<file path="src/core/wef_pkg.sv">
// Package: register map, field positions, codes and types of the wake/event block
package wef_pkg;

  // Clock period
  localparam int unsigned CLK_PERIOD_NS = 4;

  // Default times in ns
  localparam int unsigned TDOM_NS_DEF = 2000000;
  localparam int unsigned EVT_DLY_NS_DEF = 400000;
  localparam int unsigned SILENCE_NS_DEF = 1000000000;

  // Register addresses
  localparam logic [6:0] ADDR_MODE = 7'h01;
  localparam logic [6:0] ADDR_SYS_EN = 7'h04;
  localparam logic [6:0] ADDR_CAN_CTRL = 7'h20;
  localparam logic [6:0] ADDR_TRX_STAT = 7'h22;
  localparam logic [6:0] ADDR_TRX_EN = 7'h23;
  localparam logic [6:0] ADDR_WAKE_LVL = 7'h4b;
  localparam logic [6:0] ADDR_WAKE_EN = 7'h4c;
  localparam logic [6:0] ADDR_GLOBAL = 7'h60;
  localparam logic [6:0] ADDR_SYS_EVT = 7'h61;
  localparam logic [6:0] ADDR_TRX_EVT = 7'h63;
  localparam logic [6:0] ADDR_WAKE_EVT = 7'h64;

  // Field positions
  localparam int B_PO = 4;
  localparam int B_OTW = 2;
  localparam int B_SPI_FAILURE_FLAG = 1;
  localparam int B_PN_FRAME_ERROR_FLAG = 5;
  localparam int B_CBS = 4;
  localparam int B_CF = 1;
  localparam int B_CW = 0;
  localparam int B_WPR = 1;
  localparam int B_WPF = 0;
  localparam int B_WAKE_LEVEL_STATUS = 1;
  localparam int B_CTS = 7;
  localparam int B_VCS = 1;
  localparam int B_CFS = 0;
  localparam int B_GWPE = 3;
  localparam int B_GTRXE = 2;
  localparam int B_GSYSE = 0;
  localparam int B_OTWE = 2;
  localparam int B_SPIFE = 1;
  localparam int B_BUS_SILENCE_ENABLE = 4;
  localparam int B_CFE = 1;
  localparam int B_CWE = 0;
  localparam int B_WAKE_RISE_ENABLE = 1;
  localparam int B_WAKE_FALL_ENABLE = 0;

  // Operating mode command codes
  localparam logic [2:0] MC_SLEEP = 3'h1;
  localparam logic [2:0] MC_STANDBY = 3'h4;
  localparam logic [2:0] MC_NORMAL = 3'h7;

  // CAN mode select codes
  localparam logic [1:0] CMC_OFFLINE = 2'h0;
  localparam logic [1:0] CMC_ACTIVE_UV = 2'h1;
  localparam logic [1:0] CMC_ACTIVE = 2'h2;
  localparam logic [1:0] CMC_LISTEN = 2'h3;

  // Serial frame lengths and bit-count saturation value
  localparam logic [5:0] SPI_LEN16 = 6'h10;
  localparam logic [5:0] SPI_LEN24 = 6'h18;
  localparam logic [5:0] SPI_LEN32 = 6'h20;
  localparam logic [5:0] SPI_CNT_SAT = 6'h21;

  // Operating modes
  typedef enum logic [1:0] {
    WEF_STANDBY = 2'b00,
    WEF_NORMAL = 2'b01,
    WEF_SLEEP = 2'b10
  } wef_mode_t;

  // Event flags
  typedef struct packed {
    logic po;
    logic overheat_warning_flag;
    logic spi_failure_flag;
    logic pn_frame_error_flag;
    logic bus_silence_flag;
    logic cf;
    logic cw;
    logic wake_rise_flag;
    logic wake_fall_flag;
  } wef_ev_t;

  localparam logic [8:0] EV_RESET = 9'h100;

  // Completed serial write
  typedef struct packed {
    logic valid;
    logic [6:0] addr;
    logic [1:0] nbytes;
    logic [23:0] data;
  } wef_wr_t;

endpackage

</file>
<file path="src/core/wef_core.sv">
// Event capture, wake-up, fail-safe and mode logic of the CAN transceiver
module wef_core #(
  parameter int unsigned TDOM_NS = wef_pkg::TDOM_NS_DEF,
  parameter int unsigned EVT_DLY_NS = wef_pkg::EVT_DLY_NS_DEF,
  parameter int unsigned SILENCE_NS = wef_pkg::SILENCE_NS_DEF
) (
  // Clock and reset
  input wire logic CLK,
  input wire logic SYS_RST,
  // Serial register port
  input wire logic SCK,
  input wire logic SCSN_N,
  input wire logic SDI,
  output logic SDO,
  // CAN side
  input wire logic TRANSMIT_DATA_IN,
  input wire logic BUS_RX,
  input wire logic BUS_ACTIVITY,
  input wire logic CAN_WAKE_DET,
  output logic RECEIVE_DATA_OUT,
  output logic CAN_TX_DRIVE,
  // Supervisory inputs
  input wire logic WAKE_IN,
  input wire logic VCC_UV,
  input wire logic OVERTEMP,
  input wire logic PN_FRAME_ERR,
  // Supply control
  output logic SUPPLY_ENABLE_OUT
);
  import wef_pkg::*;

  localparam int unsigned DOM_CYC = (TDOM_NS + CLK_PERIOD_NS - 1) / CLK_PERIOD_NS;
  localparam int unsigned EVT_DLY_CYC = (EVT_DLY_NS + CLK_PERIOD_NS - 1) / CLK_PERIOD_NS;
  localparam int unsigned SILENCE_CYC = (SILENCE_NS + CLK_PERIOD_NS - 1) / CLK_PERIOD_NS;

  // Write decode: {hit, byte} for one address of the last serial write
  function automatic logic [8:0] wbyte(input wef_wr_t w, input logic [6:0] a);
    logic [6:0] d;
    d = 7'(a - w.addr);
    wbyte = 9'h000;
    if (w.valid && d < {5'h00, w.nbytes}) begin
      case (d)
        7'h00: wbyte = {1'b1, w.data[23:16]};
        7'h01: wbyte = {1'b1, w.data[15:8]};
        default: wbyte = {1'b1, w.data[7:0]};
      endcase
    end
  endfunction

  // State
  wef_mode_t mode_reg, mode_next;
  wef_ev_t status_reg, status_next;
  logic [1:0] cmc_reg;
  logic otwe_reg, spife_reg, bus_silence_enable_reg, cfe_reg, cwe_reg, wake_rise_enable_reg, wake_fall_enable_reg;
  logic tx_dis_reg;
  logic [31:0] dom_cnt_reg;
  logic [31:0] sil_cnt_reg;
  logic [31:0] dly_cnt_reg;
  logic dly_run_reg;
  logic was_active_reg;
  logic wake_prev_reg, uv_prev_reg, otw_prev_reg;
  logic rxd_reg, tx_drive_reg, inh_reg;

  // Serial port
  wef_wr_t spi_wr;
  logic spi_len_err;
  logic [6:0] spi_rd_addr;
  logic [7:0] rd_data;

  wef_spi u_spi (
    .clk(CLK),
    .rst(SYS_RST),
    .sck(SCK),
    .scsn_n(SCSN_N),
    .sdi(SDI),
    .sdo(SDO),
    .rd_data(rd_data),
    .rd_addr(spi_rd_addr),
    .wr(spi_wr),
    .len_err(spi_len_err)
  );

  // Write decode
  wire [8:0] w_mode = wbyte(spi_wr, ADDR_MODE);
  wire [8:0] w_sys_en = wbyte(spi_wr, ADDR_SYS_EN);
  wire [8:0] w_can = wbyte(spi_wr, ADDR_CAN_CTRL);
  wire [8:0] w_trx_en = wbyte(spi_wr, ADDR_TRX_EN);
  wire [8:0] w_wake_en = wbyte(spi_wr, ADDR_WAKE_EN);
  wire [8:0] w_sys_evt = wbyte(spi_wr, ADDR_SYS_EVT);
  wire [8:0] w_trx_evt = wbyte(spi_wr, ADDR_TRX_EVT);
  wire [8:0] w_wake_evt = wbyte(spi_wr, ADDR_WAKE_EVT);
  wire [8:0] w_lvl = wbyte(spi_wr, ADDR_WAKE_LVL);
  wire [8:0] w_glb = wbyte(spi_wr, ADDR_GLOBAL);
  wire [8:0] w_tst = wbyte(spi_wr, ADDR_TRX_STAT);
  wire locked_wr = w_lvl[8] | w_glb[8] | w_tst[8];
  wire [2:0] mc_code = w_mode[2:0];
  wire mc_legal = (mc_code == MC_SLEEP) | (mc_code == MC_STANDBY) | (mc_code == MC_NORMAL);
  wire bad_mode = w_mode[8] & ~mc_legal;

  // Mode decode
  wire is_normal = (mode_reg == WEF_NORMAL);
  wire is_sleep = (mode_reg == WEF_SLEEP);
  wire can_active = is_normal & ((cmc_reg == CMC_ACTIVE_UV) | (cmc_reg == CMC_ACTIVE));
  wire can_offline = ~is_normal | (cmc_reg == CMC_OFFLINE);

  // Dominant time-out
  wire txd_low = can_active & ~TRANSMIT_DATA_IN;
  wire dom_expire = txd_low & ~tx_dis_reg & (dom_cnt_reg == 32'(DOM_CYC - 1));
  wire cts = can_active & ~tx_dis_reg;

  // Raw event sources
  wire uv_rise = VCC_UV & ~uv_prev_reg;
  wire uv_fail = uv_rise & can_active & (cmc_reg == CMC_ACTIVE_UV);
  wire sil_expire = was_active_reg & (sil_cnt_reg == 32'(SILENCE_CYC - 1));
  wire wake_rise = WAKE_IN & ~wake_prev_reg;
  wire wake_fall = ~WAKE_IN & wake_prev_reg;

  // Captured events
  wef_ev_t set_ev, clr_ev;
  assign set_ev.po = 1'b0;
  assign set_ev.overheat_warning_flag = OVERTEMP & ~otw_prev_reg & is_normal & otwe_reg;
  assign set_ev.spi_failure_flag = (spi_len_err | bad_mode | locked_wr) & spife_reg;
  assign set_ev.pn_frame_error_flag = PN_FRAME_ERR;
  assign set_ev.bus_silence_flag = sil_expire & bus_silence_enable_reg;
  assign set_ev.cf = (dom_expire | uv_fail) & cfe_reg & ~is_sleep;
  assign set_ev.cw = CAN_WAKE_DET & can_offline & cwe_reg;
  assign set_ev.wake_rise_flag = wake_rise & wake_rise_enable_reg;
  assign set_ev.wake_fall_flag = wake_fall & wake_fall_enable_reg;

  // Write-one-to-clear
  assign clr_ev.po = w_sys_evt[B_PO];
  assign clr_ev.overheat_warning_flag = w_sys_evt[B_OTW];
  assign clr_ev.spi_failure_flag = w_sys_evt[B_SPI_FAILURE_FLAG];
  assign clr_ev.pn_frame_error_flag = w_trx_evt[B_PN_FRAME_ERROR_FLAG];
  assign clr_ev.bus_silence_flag = w_trx_evt[B_CBS];
  assign clr_ev.cf = w_trx_evt[B_CF];
  assign clr_ev.cw = w_trx_evt[B_CW];
  assign clr_ev.wake_rise_flag = w_wake_evt[B_WPR];
  assign clr_ev.wake_fall_flag = w_wake_evt[B_WPF];

  // Set wins over clear
  assign status_next = (status_reg & ~clr_ev) | set_ev;
  wire cleared_any = |(status_reg & clr_ev);
  wire pending = |status_reg;
  wire regular_en = cwe_reg | wake_rise_enable_reg | wake_fall_enable_reg;
  wire sleep_wake = |{set_ev.po, set_ev.overheat_warning_flag, set_ev.pn_frame_error_flag, set_ev.bus_silence_flag, set_ev.cf, set_ev.cw,
                      set_ev.wake_rise_flag, set_ev.wake_fall_flag};

  // Global summary
  wire syse = status_reg.po | status_reg.overheat_warning_flag | status_reg.spi_failure_flag;
  wire trxe = status_reg.pn_frame_error_flag | status_reg.bus_silence_flag | status_reg.cf | status_reg.cw;
  wire wpe = status_reg.wake_rise_flag | status_reg.wake_fall_flag;
  wire wake_level_status = WAKE_IN & (is_normal | wake_rise_enable_reg | wake_fall_enable_reg);

  // Mode transitions
  always_comb begin
    mode_next = mode_reg;
    unique case (mode_reg)
      WEF_SLEEP: begin
        if (sleep_wake) begin
          mode_next = WEF_STANDBY;
        end else if (w_mode[8] && mc_code == MC_STANDBY) begin
          mode_next = WEF_STANDBY;
        end else if (w_mode[8] && mc_code == MC_NORMAL) begin
          mode_next = WEF_NORMAL;
        end
      end
      WEF_STANDBY, WEF_NORMAL: begin
        if (w_mode[8] && mc_code == MC_SLEEP) begin
          mode_next = (regular_en && !pending) ? WEF_SLEEP : WEF_STANDBY;
        end else if (w_mode[8] && mc_code == MC_STANDBY) begin
          mode_next = WEF_STANDBY;
        end else if (w_mode[8] && mc_code == MC_NORMAL) begin
          mode_next = WEF_NORMAL;
        end
      end
      default: mode_next = WEF_STANDBY;
    endcase
  end

  // Register read
  always_comb begin
    rd_data = 8'h00;
    case (spi_rd_addr)
      ADDR_MODE: rd_data = (mode_reg == WEF_SLEEP) ? {5'h00, MC_SLEEP} :
                           (mode_reg == WEF_NORMAL) ? {5'h00, MC_NORMAL} : {5'h00, MC_STANDBY};
      ADDR_SYS_EN: rd_data = 8'({otwe_reg, spife_reg, 1'b0});
      ADDR_CAN_CTRL: rd_data = {6'h00, cmc_reg};
      ADDR_TRX_STAT: rd_data = {cts, 5'h00, VCC_UV, tx_dis_reg};
      ADDR_TRX_EN: rd_data = {3'h0, bus_silence_enable_reg, 2'h0, cfe_reg, cwe_reg};
      ADDR_WAKE_LVL: rd_data = {6'h00, wake_level_status, 1'b0};
      ADDR_WAKE_EN: rd_data = {6'h00, wake_rise_enable_reg, wake_fall_enable_reg};
      ADDR_GLOBAL: rd_data = {4'h0, wpe, trxe, 1'b0, syse};
      ADDR_SYS_EVT: rd_data = {3'h0, status_reg.po, 1'b0, status_reg.overheat_warning_flag, status_reg.spi_failure_flag, 1'b0};
      ADDR_TRX_EVT: rd_data = {2'h0, status_reg.pn_frame_error_flag, status_reg.bus_silence_flag, 2'h0,
                               status_reg.cf, status_reg.cw};
      ADDR_WAKE_EVT: rd_data = {6'h00, status_reg.wake_rise_flag, status_reg.wake_fall_flag};
      default: rd_data = 8'h00;
    endcase
  end

  // Control and status flops
  always_ff @(posedge CLK) begin
    if (SYS_RST) begin
      mode_reg <= WEF_STANDBY;
      status_reg <= EV_RESET;
      cmc_reg <= CMC_OFFLINE;
      otwe_reg <= 1'b0;
      spife_reg <= 1'b0;
      bus_silence_enable_reg <= 1'b0;
      cfe_reg <= 1'b0;
      cwe_reg <= 1'b0;
      wake_rise_enable_reg <= 1'b0;
      wake_fall_enable_reg <= 1'b0;
    end else begin
      mode_reg <= mode_next;
      status_reg <= status_next;
      if (w_can[8]) begin
        cmc_reg <= w_can[1:0];
      end
      if (w_sys_en[8]) begin
        otwe_reg <= w_sys_en[B_OTWE];
        spife_reg <= w_sys_en[B_SPIFE];
      end
      if (w_trx_en[8]) begin
        bus_silence_enable_reg <= w_trx_en[B_BUS_SILENCE_ENABLE];
        cfe_reg <= w_trx_en[B_CFE];
        cwe_reg <= w_trx_en[B_CWE];
      end
      if (w_wake_en[8]) begin
        wake_rise_enable_reg <= w_wake_en[B_WAKE_RISE_ENABLE];
        wake_fall_enable_reg <= w_wake_en[B_WAKE_FALL_ENABLE];
      end
    end
  end

  // Dominant time-out counter and transmitter disable
  always_ff @(posedge CLK) begin
    if (SYS_RST) begin
      dom_cnt_reg <= 32'h0;
      tx_dis_reg <= 1'b0;
    end else begin
      if (!txd_low || tx_dis_reg) begin
        dom_cnt_reg <= 32'h0;
      end else begin
        dom_cnt_reg <= 32'(dom_cnt_reg + 32'h1);
      end
      if (!can_active || TRANSMIT_DATA_IN) begin
        tx_dis_reg <= 1'b0;
      end else if (dom_expire) begin
        tx_dis_reg <= 1'b1;
      end
    end
  end

  // Bus silence watch
  always_ff @(posedge CLK) begin
    if (SYS_RST) begin
      sil_cnt_reg <= 32'h0;
      was_active_reg <= 1'b0;
    end else begin
      if (BUS_ACTIVITY || sil_expire) begin
        sil_cnt_reg <= 32'h0;
      end else if (was_active_reg) begin
        sil_cnt_reg <= 32'(sil_cnt_reg + 32'h1);
      end
      if (BUS_ACTIVITY) begin
        was_active_reg <= 1'b1;
      end else if (sil_expire) begin
        was_active_reg <= 1'b0;
      end
    end
  end

  // Event delay after a clear
  always_ff @(posedge CLK) begin
    if (SYS_RST) begin
      dly_cnt_reg <= 32'h0;
      dly_run_reg <= 1'b0;
    end else if (cleared_any) begin
      dly_cnt_reg <= 32'h0;
      dly_run_reg <= 1'b1;
    end else if (dly_run_reg && dly_cnt_reg == 32'(EVT_DLY_CYC - 1)) begin
      dly_run_reg <= 1'b0;
    end else if (dly_run_reg) begin
      dly_cnt_reg <= 32'(dly_cnt_reg + 32'h1);
    end
  end

  // Edge history and pin outputs
  always_ff @(posedge CLK) begin
    if (SYS_RST) begin
      wake_prev_reg <= 1'b0;
      uv_prev_reg <= 1'b0;
      otw_prev_reg <= 1'b0;
      rxd_reg <= 1'b1;
      tx_drive_reg <= 1'b0;
      inh_reg <= 1'b1;
    end else begin
      wake_prev_reg <= WAKE_IN;
      uv_prev_reg <= VCC_UV;
      otw_prev_reg <= OVERTEMP;
      if (can_offline) begin
        rxd_reg <= ~(pending & ~dly_run_reg & ~cleared_any);
      end else begin
        rxd_reg <= BUS_RX;
      end
      tx_drive_reg <= txd_low & ~tx_dis_reg & ~dom_expire;
      inh_reg <= (mode_next != WEF_SLEEP);
    end
  end

  assign RECEIVE_DATA_OUT = rxd_reg;
  assign CAN_TX_DRIVE = tx_drive_reg;
  assign SUPPLY_ENABLE_OUT = inh_reg;

endmodule

</file>
<file path="src/core/wef_spi.sv">
// Serial register port: frame length check, write bundle, read shift-out
module wef_spi (
  // Clock and reset
  input wire logic clk,
  input wire logic rst,
  // Serial pins
  input wire logic sck,
  input wire logic scsn_n,
  input wire logic sdi,
  output logic sdo,
  // Register side
  input wire logic [7:0] rd_data,
  output logic [6:0] rd_addr,
  output wef_pkg::wef_wr_t wr,
  output logic len_err
);
  import wef_pkg::*;

  logic sck_prev_reg;
  logic cs_prev_reg;
  logic [5:0] cnt_reg;
  logic [31:0] sh_reg;
  logic [7:0] addr_reg;
  logic [7:0] out_reg;
  logic sdo_reg;
  wef_wr_t wr_reg;
  logic len_err_reg;

  wire sck_rise = ~scsn_n & sck & ~sck_prev_reg;
  wire sck_fall = ~scsn_n & ~sck & sck_prev_reg;
  wire cs_start = ~scsn_n & cs_prev_reg;
  wire cs_end = scsn_n & ~cs_prev_reg;
  wire len_ok = (cnt_reg == SPI_LEN16) | (cnt_reg == SPI_LEN24) | (cnt_reg == SPI_LEN32);
  wire byte_edge = (cnt_reg[2:0] == 3'h0) & (cnt_reg != 6'h00);
  wire [1:0] nbytes = 2'(cnt_reg[5:3] - 3'h1);
  wire [23:0] wdata = (cnt_reg == SPI_LEN16) ? {sh_reg[7:0], 16'h0000} :
                      (cnt_reg == SPI_LEN24) ? {sh_reg[15:0], 8'h00} : sh_reg[23:0];

  assign rd_addr = 7'(addr_reg[7:1] + {4'h0, cnt_reg[5:3]} - 7'h01);
  assign sdo = sdo_reg;
  assign wr = wr_reg;
  assign len_err = len_err_reg;

  always_ff @(posedge clk) begin
    if (rst) begin
      sck_prev_reg <= 1'b0;
      cs_prev_reg <= 1'b1;
      cnt_reg <= 6'h00;
      sh_reg <= 32'h0;
      addr_reg <= 8'h00;
      out_reg <= 8'h00;
      sdo_reg <= 1'b0;
      wr_reg <= '0;
      len_err_reg <= 1'b0;
    end else begin
      sck_prev_reg <= sck;
      cs_prev_reg <= scsn_n;
      if (cs_start) begin
        cnt_reg <= 6'h00;
      end else if (sck_rise && cnt_reg != SPI_CNT_SAT) begin
        cnt_reg <= 6'(cnt_reg + 6'h01);
      end
      if (sck_rise) begin
        sh_reg <= {sh_reg[30:0], sdi};
      end
      if (sck_rise && cnt_reg == 6'h07) begin
        addr_reg <= {sh_reg[6:0], sdi};
      end
      // Data bytes shift out MSB first after the address byte
      if (cs_start) begin
        sdo_reg <= 1'b0;
      end else if (sck_fall && byte_edge) begin
        sdo_reg <= rd_data[7];
        out_reg <= {rd_data[6:0], 1'b0};
      end else if (sck_fall) begin
        sdo_reg <= out_reg[7];
        out_reg <= {out_reg[6:0], 1'b0};
      end
      wr_reg.valid <= cs_end & len_ok & ~addr_reg[0];
      wr_reg.addr <= addr_reg[7:1];
      wr_reg.nbytes <= nbytes;
      wr_reg.data <= wdata;
      len_err_reg <= cs_end & ~len_ok;
    end
  end

endmodule

</file>
<file path="config.mk">
export PLATFORM = sky130hd
export DESIGN_NAME = wef_core
export DESIGN_NICKNAME = d
export VERILOG_FILES = /design/src/core/wef_pkg.sv /design/src/core/wef_core.sv /design/src/core/wef_spi.sv
export SDC_FILE = /design/constraint.sdc
export NUM_CORES = 1
export LEC_CHECK = 0
export ABC_AREA = 0
export BUFFER_PORTS_ARGS = -buffer_cell sky130_fd_sc_hd__buf_2
export CAP_MARGIN = 20
export CELL_PAD_IN_SITES_DETAIL_PLACEMENT = 1
export CELL_PAD_IN_SITES_GLOBAL_PLACEMENT = 1
export CORE_MARGIN = 2
export CORE_UTILIZATION = 50
export CTS_CLUSTER_SIZE = 16
export DETAILED_ROUTE_END_ITERATION = 12
export PLACE_DENSITY_LB_ADDON = 0.3
export SETUP_SLACK_MARGIN = 0.4
export SLEW_MARGIN = 20
export SYNTH_ARGS = -nofsm -noshare
export SYNTH_HDL_FRONTEND = slang
export SYNTH_SLANG_ARGS = --single-unit
</file>
<file path="constraint.sdc">
create_clock -name CLK -period 8.2 [get_ports CLK]
set_input_delay 1.64 -clock CLK [delete_from_list [all_inputs] [get_ports CLK]]
set_output_delay 1.64 -clock CLK [all_outputs]
set_load 0.01 [all_outputs]
</file>
==> results of run 1 <==
[stage by stage]
step / area [µm²] / hold slack [ns]
after floorplan: 10430 / 0.3974
after global placement: 10620 / 0.4402
after detailed placement: 10620 / 0.4491
after CTS: 11240 / 0.4608
after global routing: 11240 / 0.4789
final: 11240 / 0.4573
[power by group through the flow]
| stage | combinational (mW) | sequential (mW) | clock, mW |
|---|---|---|---|
| after global routing | 0.0448 | 0.965 | 0.956 |
| after floorplan | 0.0324 | 0.985 | 0 |
| after detailed placement | 0.0401 | 0.987 | 0 |
| after CTS | 0.0407 | 0.964 | 0.918 |
| after global placement | 0.0392 | 0.986 | 0 |
| final | 0.0404 | 0.964 | 0.894 |
[cells in the final DEF (no fill, tap or decap), types with 13 or more instances in the layout]
| master | Yosys | final |
|---|---|---|
| a21oi_1 | 78 | 78 |
| a22oi_1 | 14 | 14 |
| and3_1 | 20 | 20 |
| buf_2 | 2 | 16 |
| clkbuf_16 | 0 | 17 |
| dfxtp_1 | 197 | 197 |
| ha_1 | 38 | 38 |
| inv_1 | 54 | 54 |
| mux2i_1 | 20 | 20 |
| nand2_1 | 132 | 132 |
| nand3_1 | 54 | 54 |
| nand4_1 | 32 | 32 |
| nor2_1 | 163 | 163 |
| nor2_4 | 27 | 27 |
| nor2b_1 | 13 | 13 |
| nor3_1 | 21 | 21 |
| nor4_1 | 22 | 22 |
| o21ai_0 | 32 | 32 |
| xnor2_1 | 46 | 46 |
| xor2_1 | 60 | 60 |
[routing by layer]
layer / GRT usage, % / up-vias
li1: - / 4347
met1: 32.53 / 4419
met2: 44.77 / 111
met3: 3.589 / 38
met4: 8.619 / 0
met5: 0 / -
[kinds of logic after synthesis]
logic type | count (synthesis)
adder cells (fa/ha/maj) | 39
flip-flops | 197
multiplexers | 21
buffers and inverters | 105
AO/OA/AOI/OAI | 216
AND/OR/NAND/NOR | 570
XOR/XNOR | 106
[final cells by class]
| cell class | count | area (µm²) | share of cell area [%] |
|---|---|---|---|
| Clock buffer | 18 | 429.2 | 3.818 |
| Clock inverter | 13 | 191.4 | 1.703 |
| Inverter | 54 | 202.7 | 1.803 |
| Multi-Input combinational cell | 952 | 6025 | 53.60 |
| Sequential cell | 197 | 3944 | 35.09 |
| Tap cell | 270 | 337.8 | 3.006 |
| Timing Repair Buffer | 20 | 110.1 | 0.9796 |
[worst max-delay path: cells and delay by family, from the launching register on]
kind | cells | cell delay (ns)
simple gates | 3 | 1.22
buf+inv | 3 | 0.30
flops | 1 | 0.73
compound gates | 4 | 0.95
xor+xnor | 1 | 0.24
fa+ha+maj | 3 | 0.83
[worst max-delay path by stage]
| stage | cells past startpoint | end | slack [ns] | start |
|---|---|---|---|---|
| 4_1_cts | 14 | u_spi.out_reg[5]$_SDFFE_PP0P_ | 3.84 | u_spi.cnt_reg[3]$_SDFFE_PP0P_ |
| 3_5_place_dp | 14 | u_spi.out_reg[5]$_SDFFE_PP0P_ | 3.90 | u_spi.cnt_reg[3]$_SDFFE_PP0P_ |
| 5_1_grt | 14 | u_spi.out_reg[5]$_SDFFE_PP0P_ | 3.41 | u_spi.cnt_reg[3]$_SDFFE_PP0P_ |
| 6_report | 14 | u_spi.out_reg[5]$_SDFFE_PP0P_ | 3.78 | u_spi.cnt_reg[3]$_SDFFE_PP0P_ |
| 3_3_place_gp | 14 | u_spi.out_reg[4]$_SDFFE_PP0P_ | 4.05 | u_spi.cnt_reg[3]$_SDFFE_PP0P_ |
| 2_1_floorplan | 16 | u_spi.out_reg[4]$_SDFFE_PP0P_ | 4.29 | u_spi.cnt_reg[3]$_SDFFE_PP0P_ |
[Yosys cell counts, types with 5 or more instances]
cell        n  area [µm²]
and4_1      9       78.83
nor2_1    163       611.8
a211oi_1   12       90.09
dfxtp_1   197        3944
mux2i_1    20       200.2
nand4_1    32       200.2
o21ai_0    32       160.2
xor2_1     60       525.5
and3_1     20       125.1
inv_1      54       202.7
or2_2       6       37.54
nand2b_1   10       62.56
o211ai_1    6       45.04
xnor2_1    46       402.9
nor3b_1     5       37.54
a21o_1      8       60.06
nor4_1     22       137.6
a22oi_1    14       105.1
nand3_1    54       270.3
or3_1      14       87.58
nor3_1     21       105.1
nor4b_1     8       70.07
a311oi_1    5       43.79
a21oi_1    78       390.4
o22ai_1     7       43.79
ha_1       38       475.5
nand2_1   132       495.5
nor2_4     27       304.0
clkbuf_1   39       146.4
and2_1     10       62.56
nor2b_1    13       81.33
==> impl_results.html, run 1 <==
<table>
<tr><th>Metric</th><th>Value</th></tr>
<tr><th colspan="2">Outcome</th></tr>
<tr><td>Run status</td><td>finished clean</td></tr>
<tr><th colspan="2">Routing</th></tr>
<tr><td>Vias per Instance</td><td>between 5 and 6</td></tr>
<tr><td>Total wire length</td><td>between 20000 and 30000 µm</td></tr>
<tr><td>Routed length on met2</td><td>around 14000 µm</td></tr>
<tr><td>Post-detailed-route count of antenna-violating nets</td><td>0</td></tr>
<tr><td>Remaining DRCs</td><td>0</td></tr>
<tr><td>Met1 wire length</td><td>about 13000 µm</td></tr>
<tr><td>Number of detailed-route iterations in the first pass</td><td>4</td></tr>
<tr><td>Top routing layer in use</td><td>met4</td></tr>
<tr><td>Vias</td><td>8915</td></tr>
<tr><td>Length of routed met3 wiring</td><td>approximately 620 µm</td></tr>
<tr><td>Routed length per placed instance</td><td>18.08 µm</td></tr>
<tr><td>Iteration-0 DRC Markers</td><td>356</td></tr>
<tr><th colspan="2">Place</th></tr>
<tr><td>Input/output buffers</td><td>16</td></tr>
<tr><td>Post-DP HPWL</td><td>roughly 20000 µm</td></tr>
<tr><td>Post-Place Cells</td><td>roughly 1500</td></tr>
<tr><td>Global placer's final weighted congestion</td><td>between 0.8 and 0.9</td></tr>
<tr><td>Setup WS pre-CTS</td><td>3.896 ns</td></tr>
<tr><th colspan="2">Global route</th></tr>
<tr><td>Number of global-route vias before repair</td><td>just under 9000</td></tr>
<tr><td>Antenna violations before repair</td><td>0</td></tr>
<tr><td>First-pass GRT wire length</td><td>45500 µm</td></tr>
<tr><td>GRT Total Usage</td><td>25.62%</td></tr>
<tr><td>Maximum number of pins on one net before global-route repair</td><td>84</td></tr>
<tr><td>Total grt overflow</td><td>0</td></tr>
<tr><th colspan="2">Timing</th></tr>
<tr><td>Minimum period implied by the final worst setup slack</td><td>4.416 ns</td></tr>
<tr><td>Unrepaired setup endpoints after global routing</td><td>false</td></tr>
<tr><td>Number of failing setup endpoints in the final timing report</td><td>0</td></tr>
<tr><td>Final clock period utilization by the worst path</td><td>53.85%</td></tr>
<tr><td>Slew headroom</td><td>35.02%</td></tr>
<tr><td>Final TNS setup</td><td>0 ns</td></tr>
<tr><td>Achievable Freq</td><td>around 230 MHz</td></tr>
<tr><td>Worst-case clock skew</td><td>between 0.01 and 0.015 ns</td></tr>
<tr><td>Post-route worst setup slack</td><td>3.784 ns</td></tr>
<tr><td>Slew at the pin closest to its max-slew limit</td><td>0.9658 ns</td></tr>
<tr><td>Hold Violations, Final</td><td>0</td></tr>
<tr><td>Count of final max-slew check failures</td><td>0</td></tr>
<tr><th colspan="2">Clock tree</th></tr>
<tr><td>Worst-case clock buffer depth</td><td>2</td></tr>
<tr><td>Buffer count from post-CTS setup fixing</td><td>0</td></tr>
<tr><td>Maximum level of the CTS H-tree</td><td>4</td></tr>
<tr><td>Hold bufs inserted after CTS</td><td>0</td></tr>
<tr><td>Clock tree from TritonCTS</td><td>built</td></tr>
<tr><td>Clock latency on the worst-skew pair</td><td>roughly 0.45 ns</td></tr>
<tr><td>Sinks on Clock Net</td><td>197</td></tr>
<tr><td>TritonCTS buffer count</td><td>17</td></tr>
<tr><td>Clk slew on worst S/H paths</td><td>0.08 ns</td></tr>
<tr><td>Clk Tree Root Cell</td><td>clkbuf_16</td></tr>
<tr><td>Post_cts resized</td><td>0</td></tr>
<tr><th colspan="2">Worst setup path</th></tr>
<tr><td>Critical path data arrival time</td><td>4.70 ns</td></tr>
<tr><td>Worst reg2reg path depth</td><td>14</td></tr>
<tr><td>Classification of the worst setup path</td><td>reg2reg</td></tr>
<tr><td>Endpoint of the lowest-slack register-to-register path</td><td>u_spi.out_reg[5]$_SDFFE_PP0P_</td></tr>
<tr><td>Longest individual stage delay on the worst path</td><td>0.83 ns</td></tr>
<tr><td>Master of the slowest instance on the critical path</td><td>nor4_1</td></tr>
<tr><td>Setup slack of the most critical reg-to-reg path</td><td>around 3.8 ns</td></tr>
<tr><td>Cells traversed along the worst timing path</td><td>inv_1 &gt; ha_1 &gt; inv_1 &gt; ha_1 &gt; inv_1 &gt; fa_1 &gt; nand2b_1 &gt; a22oi_1 &gt; xnor2_1 &gt; a221oi_1 &gt; a2111oi_0 &gt; nor4_1 &gt; nand4b_1 &gt; a211oi_1</td></tr>
<tr><td>Data required time of the worst path</td><td>roughly 8.5 ns</td></tr>
<tr><td>Nature of the critical path endpoint</td><td>flop</td></tr>
<tr><td>Critical path's most frequent cell</td><td>inv_1</td></tr>
<tr><td>Worst reg2reg path startpoint</td><td>u_spi.cnt_reg[3]$_SDFFE_PP0P_</td></tr>
<tr><td>Crit start category</td><td>flop</td></tr>
<tr><td>Largest fanout on the critical path</td><td>16</td></tr>
<tr><th colspan="2">Yosys</th></tr>
<tr><td>Post-Synthesis Mean Instance Area</td><td>between 8 and 9 µm²</td></tr>
<tr><td>Cell count after synthesis</td><td>~1300</td></tr>
<tr><td>Compound-cell area share of the yosys netlist</td><td>a little over an eighth</td></tr>
<tr><td>Share of cell area taken by muxes after synthesis</td><td>under 10%</td></tr>
<tr><td>Adder and majority cell fraction of the synthesized area</td><td>under 10%</td></tr>
<tr><td>Top FF cell, synth</td><td>dfxtp_1</td></tr>
<tr><td>Number of warnings issued by yosys</td><td>0</td></tr>
<tr><td>Dominant combinational cell family by area after synthesis</td><td>simple AND/OR/NAND/NOR gates</td></tr>
<tr><td>Number of synthesized flops with an enable pin</td><td>0</td></tr>
<tr><td>Simple-Gate Fraction of Synth Area</td><td>28.53%</td></tr>
<tr><td>Cell area after synthesis</td><td>10430 µm²</td></tr>
<tr><td>Synthesized net count</td><td>1306</td></tr>
<tr><td>Flop and latch count out of synthesis</td><td>197</td></tr>
<tr><td>Sequential fraction of the synthesis area</td><td>between 30% and 40%</td></tr>
<tr><td>Distinct cell type count after synthesis</td><td>74</td></tr>
<tr><td>Asr flop ratio synth</td><td>0%</td></tr>
<tr><td>Area share of xor/xnor cells in the synthesized design</td><td>about 8.9%</td></tr>
<tr><th colspan="2">Layout</th></tr>
<tr><td>Layout Utilization</td><td>between 50% and 60%</td></tr>
<tr><td>Ant. Diodes</td><td>0</td></tr>
<tr><td>Count of non-filler cells in the finished layout</td><td>around 1500</td></tr>
<tr><td>Fraction of final layout cells with drive strength greater than 1</td><td>slightly below 8%</td></tr>
<tr><td>Total number of nets in the final design</td><td>1294</td></tr>
<tr><td>Fill cells</td><td>roughly 2500</td></tr>
<tr><td>Area Overhead vs Synth</td><td>7.800%</td></tr>
<tr><th colspan="2">Worst hold path</th></tr>
<tr><td>Critical hold path startpoint</td><td>u_spi.sh_reg[7]$_SDFFE_PP0P_</td></tr>
<tr><td>Worst hold stages</td><td>2</td></tr>
<tr><td>End point of the most critical hold path</td><td>u_spi.sh_reg[8]$_SDFFE_PP0P_</td></tr>
<tr><td>Path type of the worst min-delay path</td><td>reg2reg</td></tr>
<tr><th colspan="2">Power and ir drop</th></tr>
<tr><td>Comb power frac</td><td>2.1%</td></tr>
<tr><td>Register share of total power</td><td>between 50% and 60%</td></tr>
<tr><td>Total internal power</td><td>between 1 and 1.5 mW</td></tr>
<tr><td>Power Density</td><td>roughly 170 nW/µm²</td></tr>
<tr><td>Worst vdd rail ir drop</td><td>about 0.00012 V</td></tr>
<tr><td>Net switching share of the total power</td><td>between 20% and 30%</td></tr>
<tr><td>Total power of the final layout</td><td>between 1.5 and 2 mW</td></tr>
<tr><td>Proportion of power drawn by the clock network</td><td>around 47%</td></tr>
<tr><td>Sw Pwr</td><td>437.5 µW</td></tr>
<tr><td>Leak pwr</td><td>3.861 nW</td></tr>
<tr><th colspan="2">Floorplan</th></tr>
<tr><td>Initial core utilization</td><td>51.20%</td></tr>
<tr><td>Core area</td><td>about 20000 µm²</td></tr>
<tr><td>Placement row count</td><td>52</td></tr>
<tr><td>Die Width</td><td>approximately 150 µm</td></tr>
<tr><td>Number of top-level pins</td><td>17</td></tr>
<tr><td>Die H</td><td>around 150 µm</td></tr>
<tr><td>Die Footprint</td><td>between 20000 and 25000 µm²</td></tr>
<tr><th colspan="2">Run</th></tr>
<tr><td>Max-cap violation count</td><td>0</td></tr>
</table>
Note: power is estimated with default switching activity, not from simulation.
==> run 2, diff against run 1 <==
ABC_AREA = 1   (was 0)
CORE_UTILIZATION = 46   (was 50)
clock period = 4.4 ns   (was 8.2 ns; I/O delays follow)
==> run 2 against run 1 <==
Net effect:
- critical path depth up 2
- register-to-register slack worse by 2.9 ns
- sequential power up 90%
- largest cell class unchanged
- wire length up 21%
- worst hold slack worse by 0.0043 ns
- core utilization down 4.7 points
- highest routed layer unchanged
==> impl_results.html, run 2 <==
<table>
<tr><th>Metric</th><th>Value</th></tr>
<tr><th colspan="2">Outcome</th></tr>
<tr><td>Run status</td><td>finished clean (unchanged)</td></tr>
<tr><th colspan="2">Worst setup path</th></tr>
<tr><td>Worst reg2reg path depth</td><td>16 (was 14)</td></tr>
<tr><td>Crit-path leading delay family</td><td>simple AND/OR/NAND/NOR gates (unchanged)</td></tr>
<tr><td>Crit start category</td><td>flop (unchanged)</td></tr>
<tr><td>Buffers and inverters on the worst path</td><td>4 (was 3)</td></tr>
<tr><td>Count of cell instances traversed by the critical path</td><td>16 (was 14)</td></tr>
<tr><td>Classification of the worst setup path</td><td>reg2reg (unchanged)</td></tr>
<tr><td>Critical path's most frequent cell</td><td>inv_1 (unchanged)</td></tr>
<tr><td>Cells traversed along the worst timing path</td><td>inv_1 &gt; ha_1 &gt; inv_1 &gt; ha_1 &gt; inv_1 &gt; fa_1 &gt; o21ai_0 &gt; xor2_1 &gt; inv_1 &gt; nor2_2 &gt; nand3_1 &gt; nand3_1 &gt; nor2_1 &gt; nor2_1 &gt; nand2_1 &gt; a21oi_1 (was inv_1 &gt; ha_1 &gt; inv_1 &gt; ha_1 &gt; inv_1 &gt; fa_1 &gt; nand2b_1 &gt; a22oi_1 &gt; xnor2_1 &gt; a221oi_1 &gt; a2111oi_0 &gt; nor4_1 &gt; nand4b_1 &gt; a211oi_1)</td></tr>
<tr><td>Critical path data arrival time</td><td>3.93 ns (was 4.70 ns)</td></tr>
<tr><td>Nature of the critical path endpoint</td><td>flop (unchanged)</td></tr>
<tr><td>Largest fanout on the critical path</td><td>15 (was 16)</td></tr>
<tr><td>Longest individual stage delay on the worst path</td><td>0.50 ns (was 0.83 ns)</td></tr>
<tr><td>Data required time of the worst path</td><td>4.77 ns (was 8.48 ns)</td></tr>
<tr><td>Master of the slowest instance on the critical path</td><td>dfxtp_1 (was nor4_1)</td></tr>
<tr><th colspan="2">Layout</th></tr>
<tr><td>Fraction of final layout cells with drive strength greater than 1</td><td>7.176% (was 7.815%)</td></tr>
<tr><td>Fill cells</td><td>3275 (was 2482)</td></tr>
<tr><td>Total number of nets in the final design</td><td>1739 (was 1294)</td></tr>
<tr><td>Layout Utilization</td><td>50.48% (was 55.19%)</td></tr>
<tr><td>Most frequent cells in the layout</td><td>351 x nand2_1, 213 x nor2_1, 210 x inv_1 (was 197 x dfxtp_1, 163 x nor2_1, 132 x nand2_1)</td></tr>
<tr><td>Most common library cell in the layout ignoring fill and taps</td><td>nand2_1 (was dfxtp_1)</td></tr>
<tr><td>Ant. Diodes</td><td>0 (unchanged)</td></tr>
<tr><td>Area Overhead vs Synth</td><td>8.026% (was 7.800%)</td></tr>
<tr><th colspan="2">Floorplan</th></tr>
<tr><td>Die Footprint</td><td>25980 µm² (was 22020 µm²)</td></tr>
<tr><td>Core area</td><td>24320 µm² (was 20360 µm²)</td></tr>
<tr><td>Placement row count</td><td>57 (was 52)</td></tr>
<tr><td>Die Width</td><td>161.2 µm (was 148.4 µm)</td></tr>
<tr><td>Die H</td><td>161.2 µm (was 148.4 µm)</td></tr>
<tr><td>Initial core utilization</td><td>46.73% (was 51.20%)</td></tr>
<tr><td>Number of top-level pins</td><td>17 (unchanged)</td></tr>
<tr><th colspan="2">Timing</th></tr>
<tr><td>Final clock period utilization by the worst path</td><td>80.80% (was 53.85%)</td></tr>
<tr><td>Hold WS</td><td>0.4530 ns (was 0.4573 ns)</td></tr>
<tr><td>Final TNS setup</td><td>0 ns (unchanged)</td></tr>
<tr><td>Slew headroom</td><td>33.91% (was 35.02%)</td></tr>
<tr><td>Slew at the pin closest to its max-slew limit</td><td>0.9810 ns (was 0.9658 ns)</td></tr>
<tr><td>Number of failing setup endpoints in the final timing report</td><td>0 (unchanged)</td></tr>
<tr><td>Unrepaired setup endpoints after global routing</td><td>false (unchanged)</td></tr>
<tr><td>Achievable Freq</td><td>281.3 MHz (was 226.5 MHz)</td></tr>
<tr><td>Worst-case clock skew</td><td>0.01127 ns (was 0.01447 ns)</td></tr>
<tr><td>Hold Violations, Final</td><td>0 (unchanged)</td></tr>
<tr><td>Count of final max-slew check failures</td><td>0 (unchanged)</td></tr>
<tr><td>Minimum period implied by the final worst setup slack</td><td>3.555 ns (was 4.416 ns)</td></tr>
<tr><th colspan="2">Clock tree</th></tr>
<tr><td>Worst-case clock buffer depth</td><td>2 (unchanged)</td></tr>
<tr><td>Clk Tree Root Cell</td><td>clkbuf_16 (unchanged)</td></tr>
<tr><td>Maximum level of the CTS H-tree</td><td>4 (unchanged)</td></tr>
<tr><td>Post_cts resized</td><td>0 (unchanged)</td></tr>
<tr><td>Clock tree from TritonCTS</td><td>built (unchanged)</td></tr>
<tr><td>Clock latency on the worst-skew pair</td><td>0.45 ns (about the same)</td></tr>
<tr><td>Hold bufs inserted after CTS</td><td>0 (unchanged)</td></tr>
<tr><td>TritonCTS buffer count</td><td>17 (unchanged)</td></tr>
<tr><td>Sinks on Clock Net</td><td>197 (unchanged)</td></tr>
<tr><td>Clk slew on worst S/H paths</td><td>0.08 ns (about the same)</td></tr>
<tr><td>Buffer count from post-CTS setup fixing</td><td>0 (unchanged)</td></tr>
<tr><th colspan="2">Yosys</th></tr>
<tr><td>Number of synthesized flops with an enable pin</td><td>0 (unchanged)</td></tr>
<tr><td>Most frequent cell after synthesis</td><td>nand2_1 (was dfxtp_1)</td></tr>
<tr><td>Top FF cell, synth</td><td>dfxtp_1 (unchanged)</td></tr>
<tr><td>Number of warnings issued by yosys</td><td>0 (unchanged)</td></tr>
<tr><td>Synthesized net count</td><td>1738 (was 1306)</td></tr>
<tr><td>Distinct cell type count after synthesis</td><td>47 (was 74)</td></tr>
<tr><td>Cell types occupying the most area after synthesis</td><td>dfxtp_1 35%, nand2_1 12%, nor2_1 7.1% (was dfxtp_1 38%, nor2_1 5.9%, xor2_1 5.0%)</td></tr>
<tr><td>Commonest cells post-synth</td><td>351 x nand2_1, 214 x nor2_1, 210 x inv_1 (was 197 x dfxtp_1, 163 x nor2_1, 132 x nand2_1)</td></tr>
<tr><td>Flop and latch count out of synthesis</td><td>197 (unchanged)</td></tr>
<tr><td>Cell area after synthesis</td><td>11360 µm² (was 10430 µm²)</td></tr>
<tr><td>Asr flop ratio synth</td><td>0% (unchanged)</td></tr>
<tr><td>Cell count after synthesis</td><td>1686 (was 1254)</td></tr>
<tr><td>Library cell occupying the most area in the post-synthesis netlist</td><td>dfxtp_1 (unchanged)</td></tr>
<tr><td>Post-Synthesis Mean Instance Area</td><td>6.741 µm² (was 8.314 µm²)</td></tr>
<tr><td>Sequential fraction of the synthesis area</td><td>34.70% (was 37.83%)</td></tr>
<tr><td>Top cell type's share of synthesized area</td><td>34.70% (was 37.83%)</td></tr>
<tr><th colspan="2">Power and ir drop</th></tr>
<tr><td>Total power of the final layout</td><td>3.498 mW (was 1.899 mW)</td></tr>
<tr><td>Power Density</td><td>284.9 nW/µm² (was 169.0 nW/µm²)</td></tr>
<tr><td>Worst vdd rail ir drop</td><td>0.0001866 V (was 0.0001202 V)</td></tr>
<tr><td>Leak pwr</td><td>4.644 nW (was 3.861 nW)</td></tr>
<tr><th colspan="2">Place</th></tr>
<tr><td>Global placer's final weighted congestion</td><td>0.9429 (was 0.8471)</td></tr>
<tr><td>Input/output buffers</td><td>16 (unchanged)</td></tr>
<tr><td>Post-DP HPWL</td><td>25080 µm (was 19530 µm)</td></tr>
<tr><th colspan="2">Routing</th></tr>
<tr><td>Vias</td><td>11225 (was 8915)</td></tr>
<tr><td>Total wire length</td><td>33230 µm (was 27550 µm)</td></tr>
<tr><td>Number of detailed-route iterations in the first pass</td><td>5 (was 4)</td></tr>
<tr><td>Post-detailed-route count of antenna-violating nets</td><td>0 (unchanged)</td></tr>
<tr><td>Iteration-0 DRC Markers</td><td>585 (was 356)</td></tr>
<tr><td>Routed length per placed instance</td><td>16.42 µm (was 18.08 µm)</td></tr>
<tr><td>Vias per Instance</td><td>5.546 (was 5.850)</td></tr>
<tr><td>Remaining DRCs</td><td>0 (unchanged)</td></tr>
<tr><th colspan="2">Run</th></tr>
<tr><td>Max-cap violation count</td><td>0 (unchanged)</td></tr>
<tr><th colspan="2">Worst hold path</th></tr>
<tr><td>Worst hold stages</td><td>1 (was 2)</td></tr>
<tr><td>Path type of the worst min-delay path</td><td>reg2reg (unchanged)</td></tr>
<tr><th colspan="2">Global route</th></tr>
<tr><td>Maximum number of pins on one net before global-route repair</td><td>43 (was 84)</td></tr>
<tr><td>GRT Total Usage</td><td>25.95% (was 25.62%)</td></tr>
<tr><td>First-pass GRT wire length</td><td>55460 µm (was 45500 µm)</td></tr>
<tr><td>Number of global-route vias before repair</td><td>11471 (was 8943)</td></tr>
<tr><td>Total grt overflow</td><td>0 (unchanged)</td></tr>
<tr><td>Antenna violations before repair</td><td>0 (unchanged)</td></tr>
</table>
run 2: cell count changes after synthesis, sizes merged, moves of 17 or more:
cell / delta
o21ai: +75
nand3: +59
mux2i: -20
nand4: +21
and3: -17
nor3: +45
xor2: -17
xnor2: -36
nand2: +220
nor2: +33
inv: +162
a21oi: +61
run 2: where the power goes:
part	total, mW	switching (mW)	internal (mW)
sequential	1.83	0.0226	1.81
clock	1.55	0.759	0.796
combinational	0.114	0.0805	0.0332
run 2: area by class of cell:
type	count	area (µm²)	area share (%)
inverters	217	814.5	6.635
clock buffers	17	425.4	3.465
clock inverters	15	147.6	1.203
multi-input cells	1230	6400	52.13
flip-flops and latches	197	3944	32.12
repair buffers	24	140.1	1.141
well taps	324	405.4	3.302
run 2: worst reg2reg max path, delay by kind of cell (launching register included):
family	cells	cell delay, ns
buffers and inverters	4	0.37
AOI/OAI and AO/OA	2	0.36
xor gates and xnor gates	1	0.21
DFF	1	0.50
and+or+nand+nor	6	1.21
adders and majority gates	3	0.81
run 2: cell families after synthesis:
family	synth area share, %
and+or+nand+nor	33.41
xor gates and xnor gates	4.085
DFF	34.70
adders and majority gates	4.360
AOI/OAI and AO/OA	14.43
buffers and inverters	9.006
run 2: routing by layer:
layer / global-route usage [%] / vias up / wire length, µm
li1: - / 5557 / -
met1: 32.77 / 5445 / 15350
met2: 45.90 / 175 / 16100
met3: 3.595 / 48 / 1112
met4: 8.076 / 0 / 665
met5: 0 / - / 0
run 2: final timing paths:
path / from / to / slack [ns]
hold reg to reg: u_spi.addr_reg[0]$_SDFFE_PP0P_ / u_spi.wr[33]$_SDFF_PP0_ / 0.45
hold / removal: u_spi.addr_reg[0]$_SDFFE_PP0P_ / u_spi.wr[33]$_SDFF_PP0_ / 0.45
setup / recovery: u_spi.cnt_reg[3]$_SDFFE_PP0P_ / u_spi.out_reg[5]$_SDFFE_PP0P_ / 0.84
setup reg to reg: u_spi.cnt_reg[3]$_SDFFE_PP0P_ / u_spi.out_reg[5]$_SDFFE_PP0P_ / 0.84
run 2: metrics by stage:
step                      area (µm²)  std cells  setup WS (ns)
after floorplan                11360       1686          1.652
after global placement         11700       1992         0.9204
after detailed placement       11700       1992         0.6516
after CTS                      12270       2024         0.5813
after global routing           12280       2024         0.5558
final                          12280       2024         0.8449
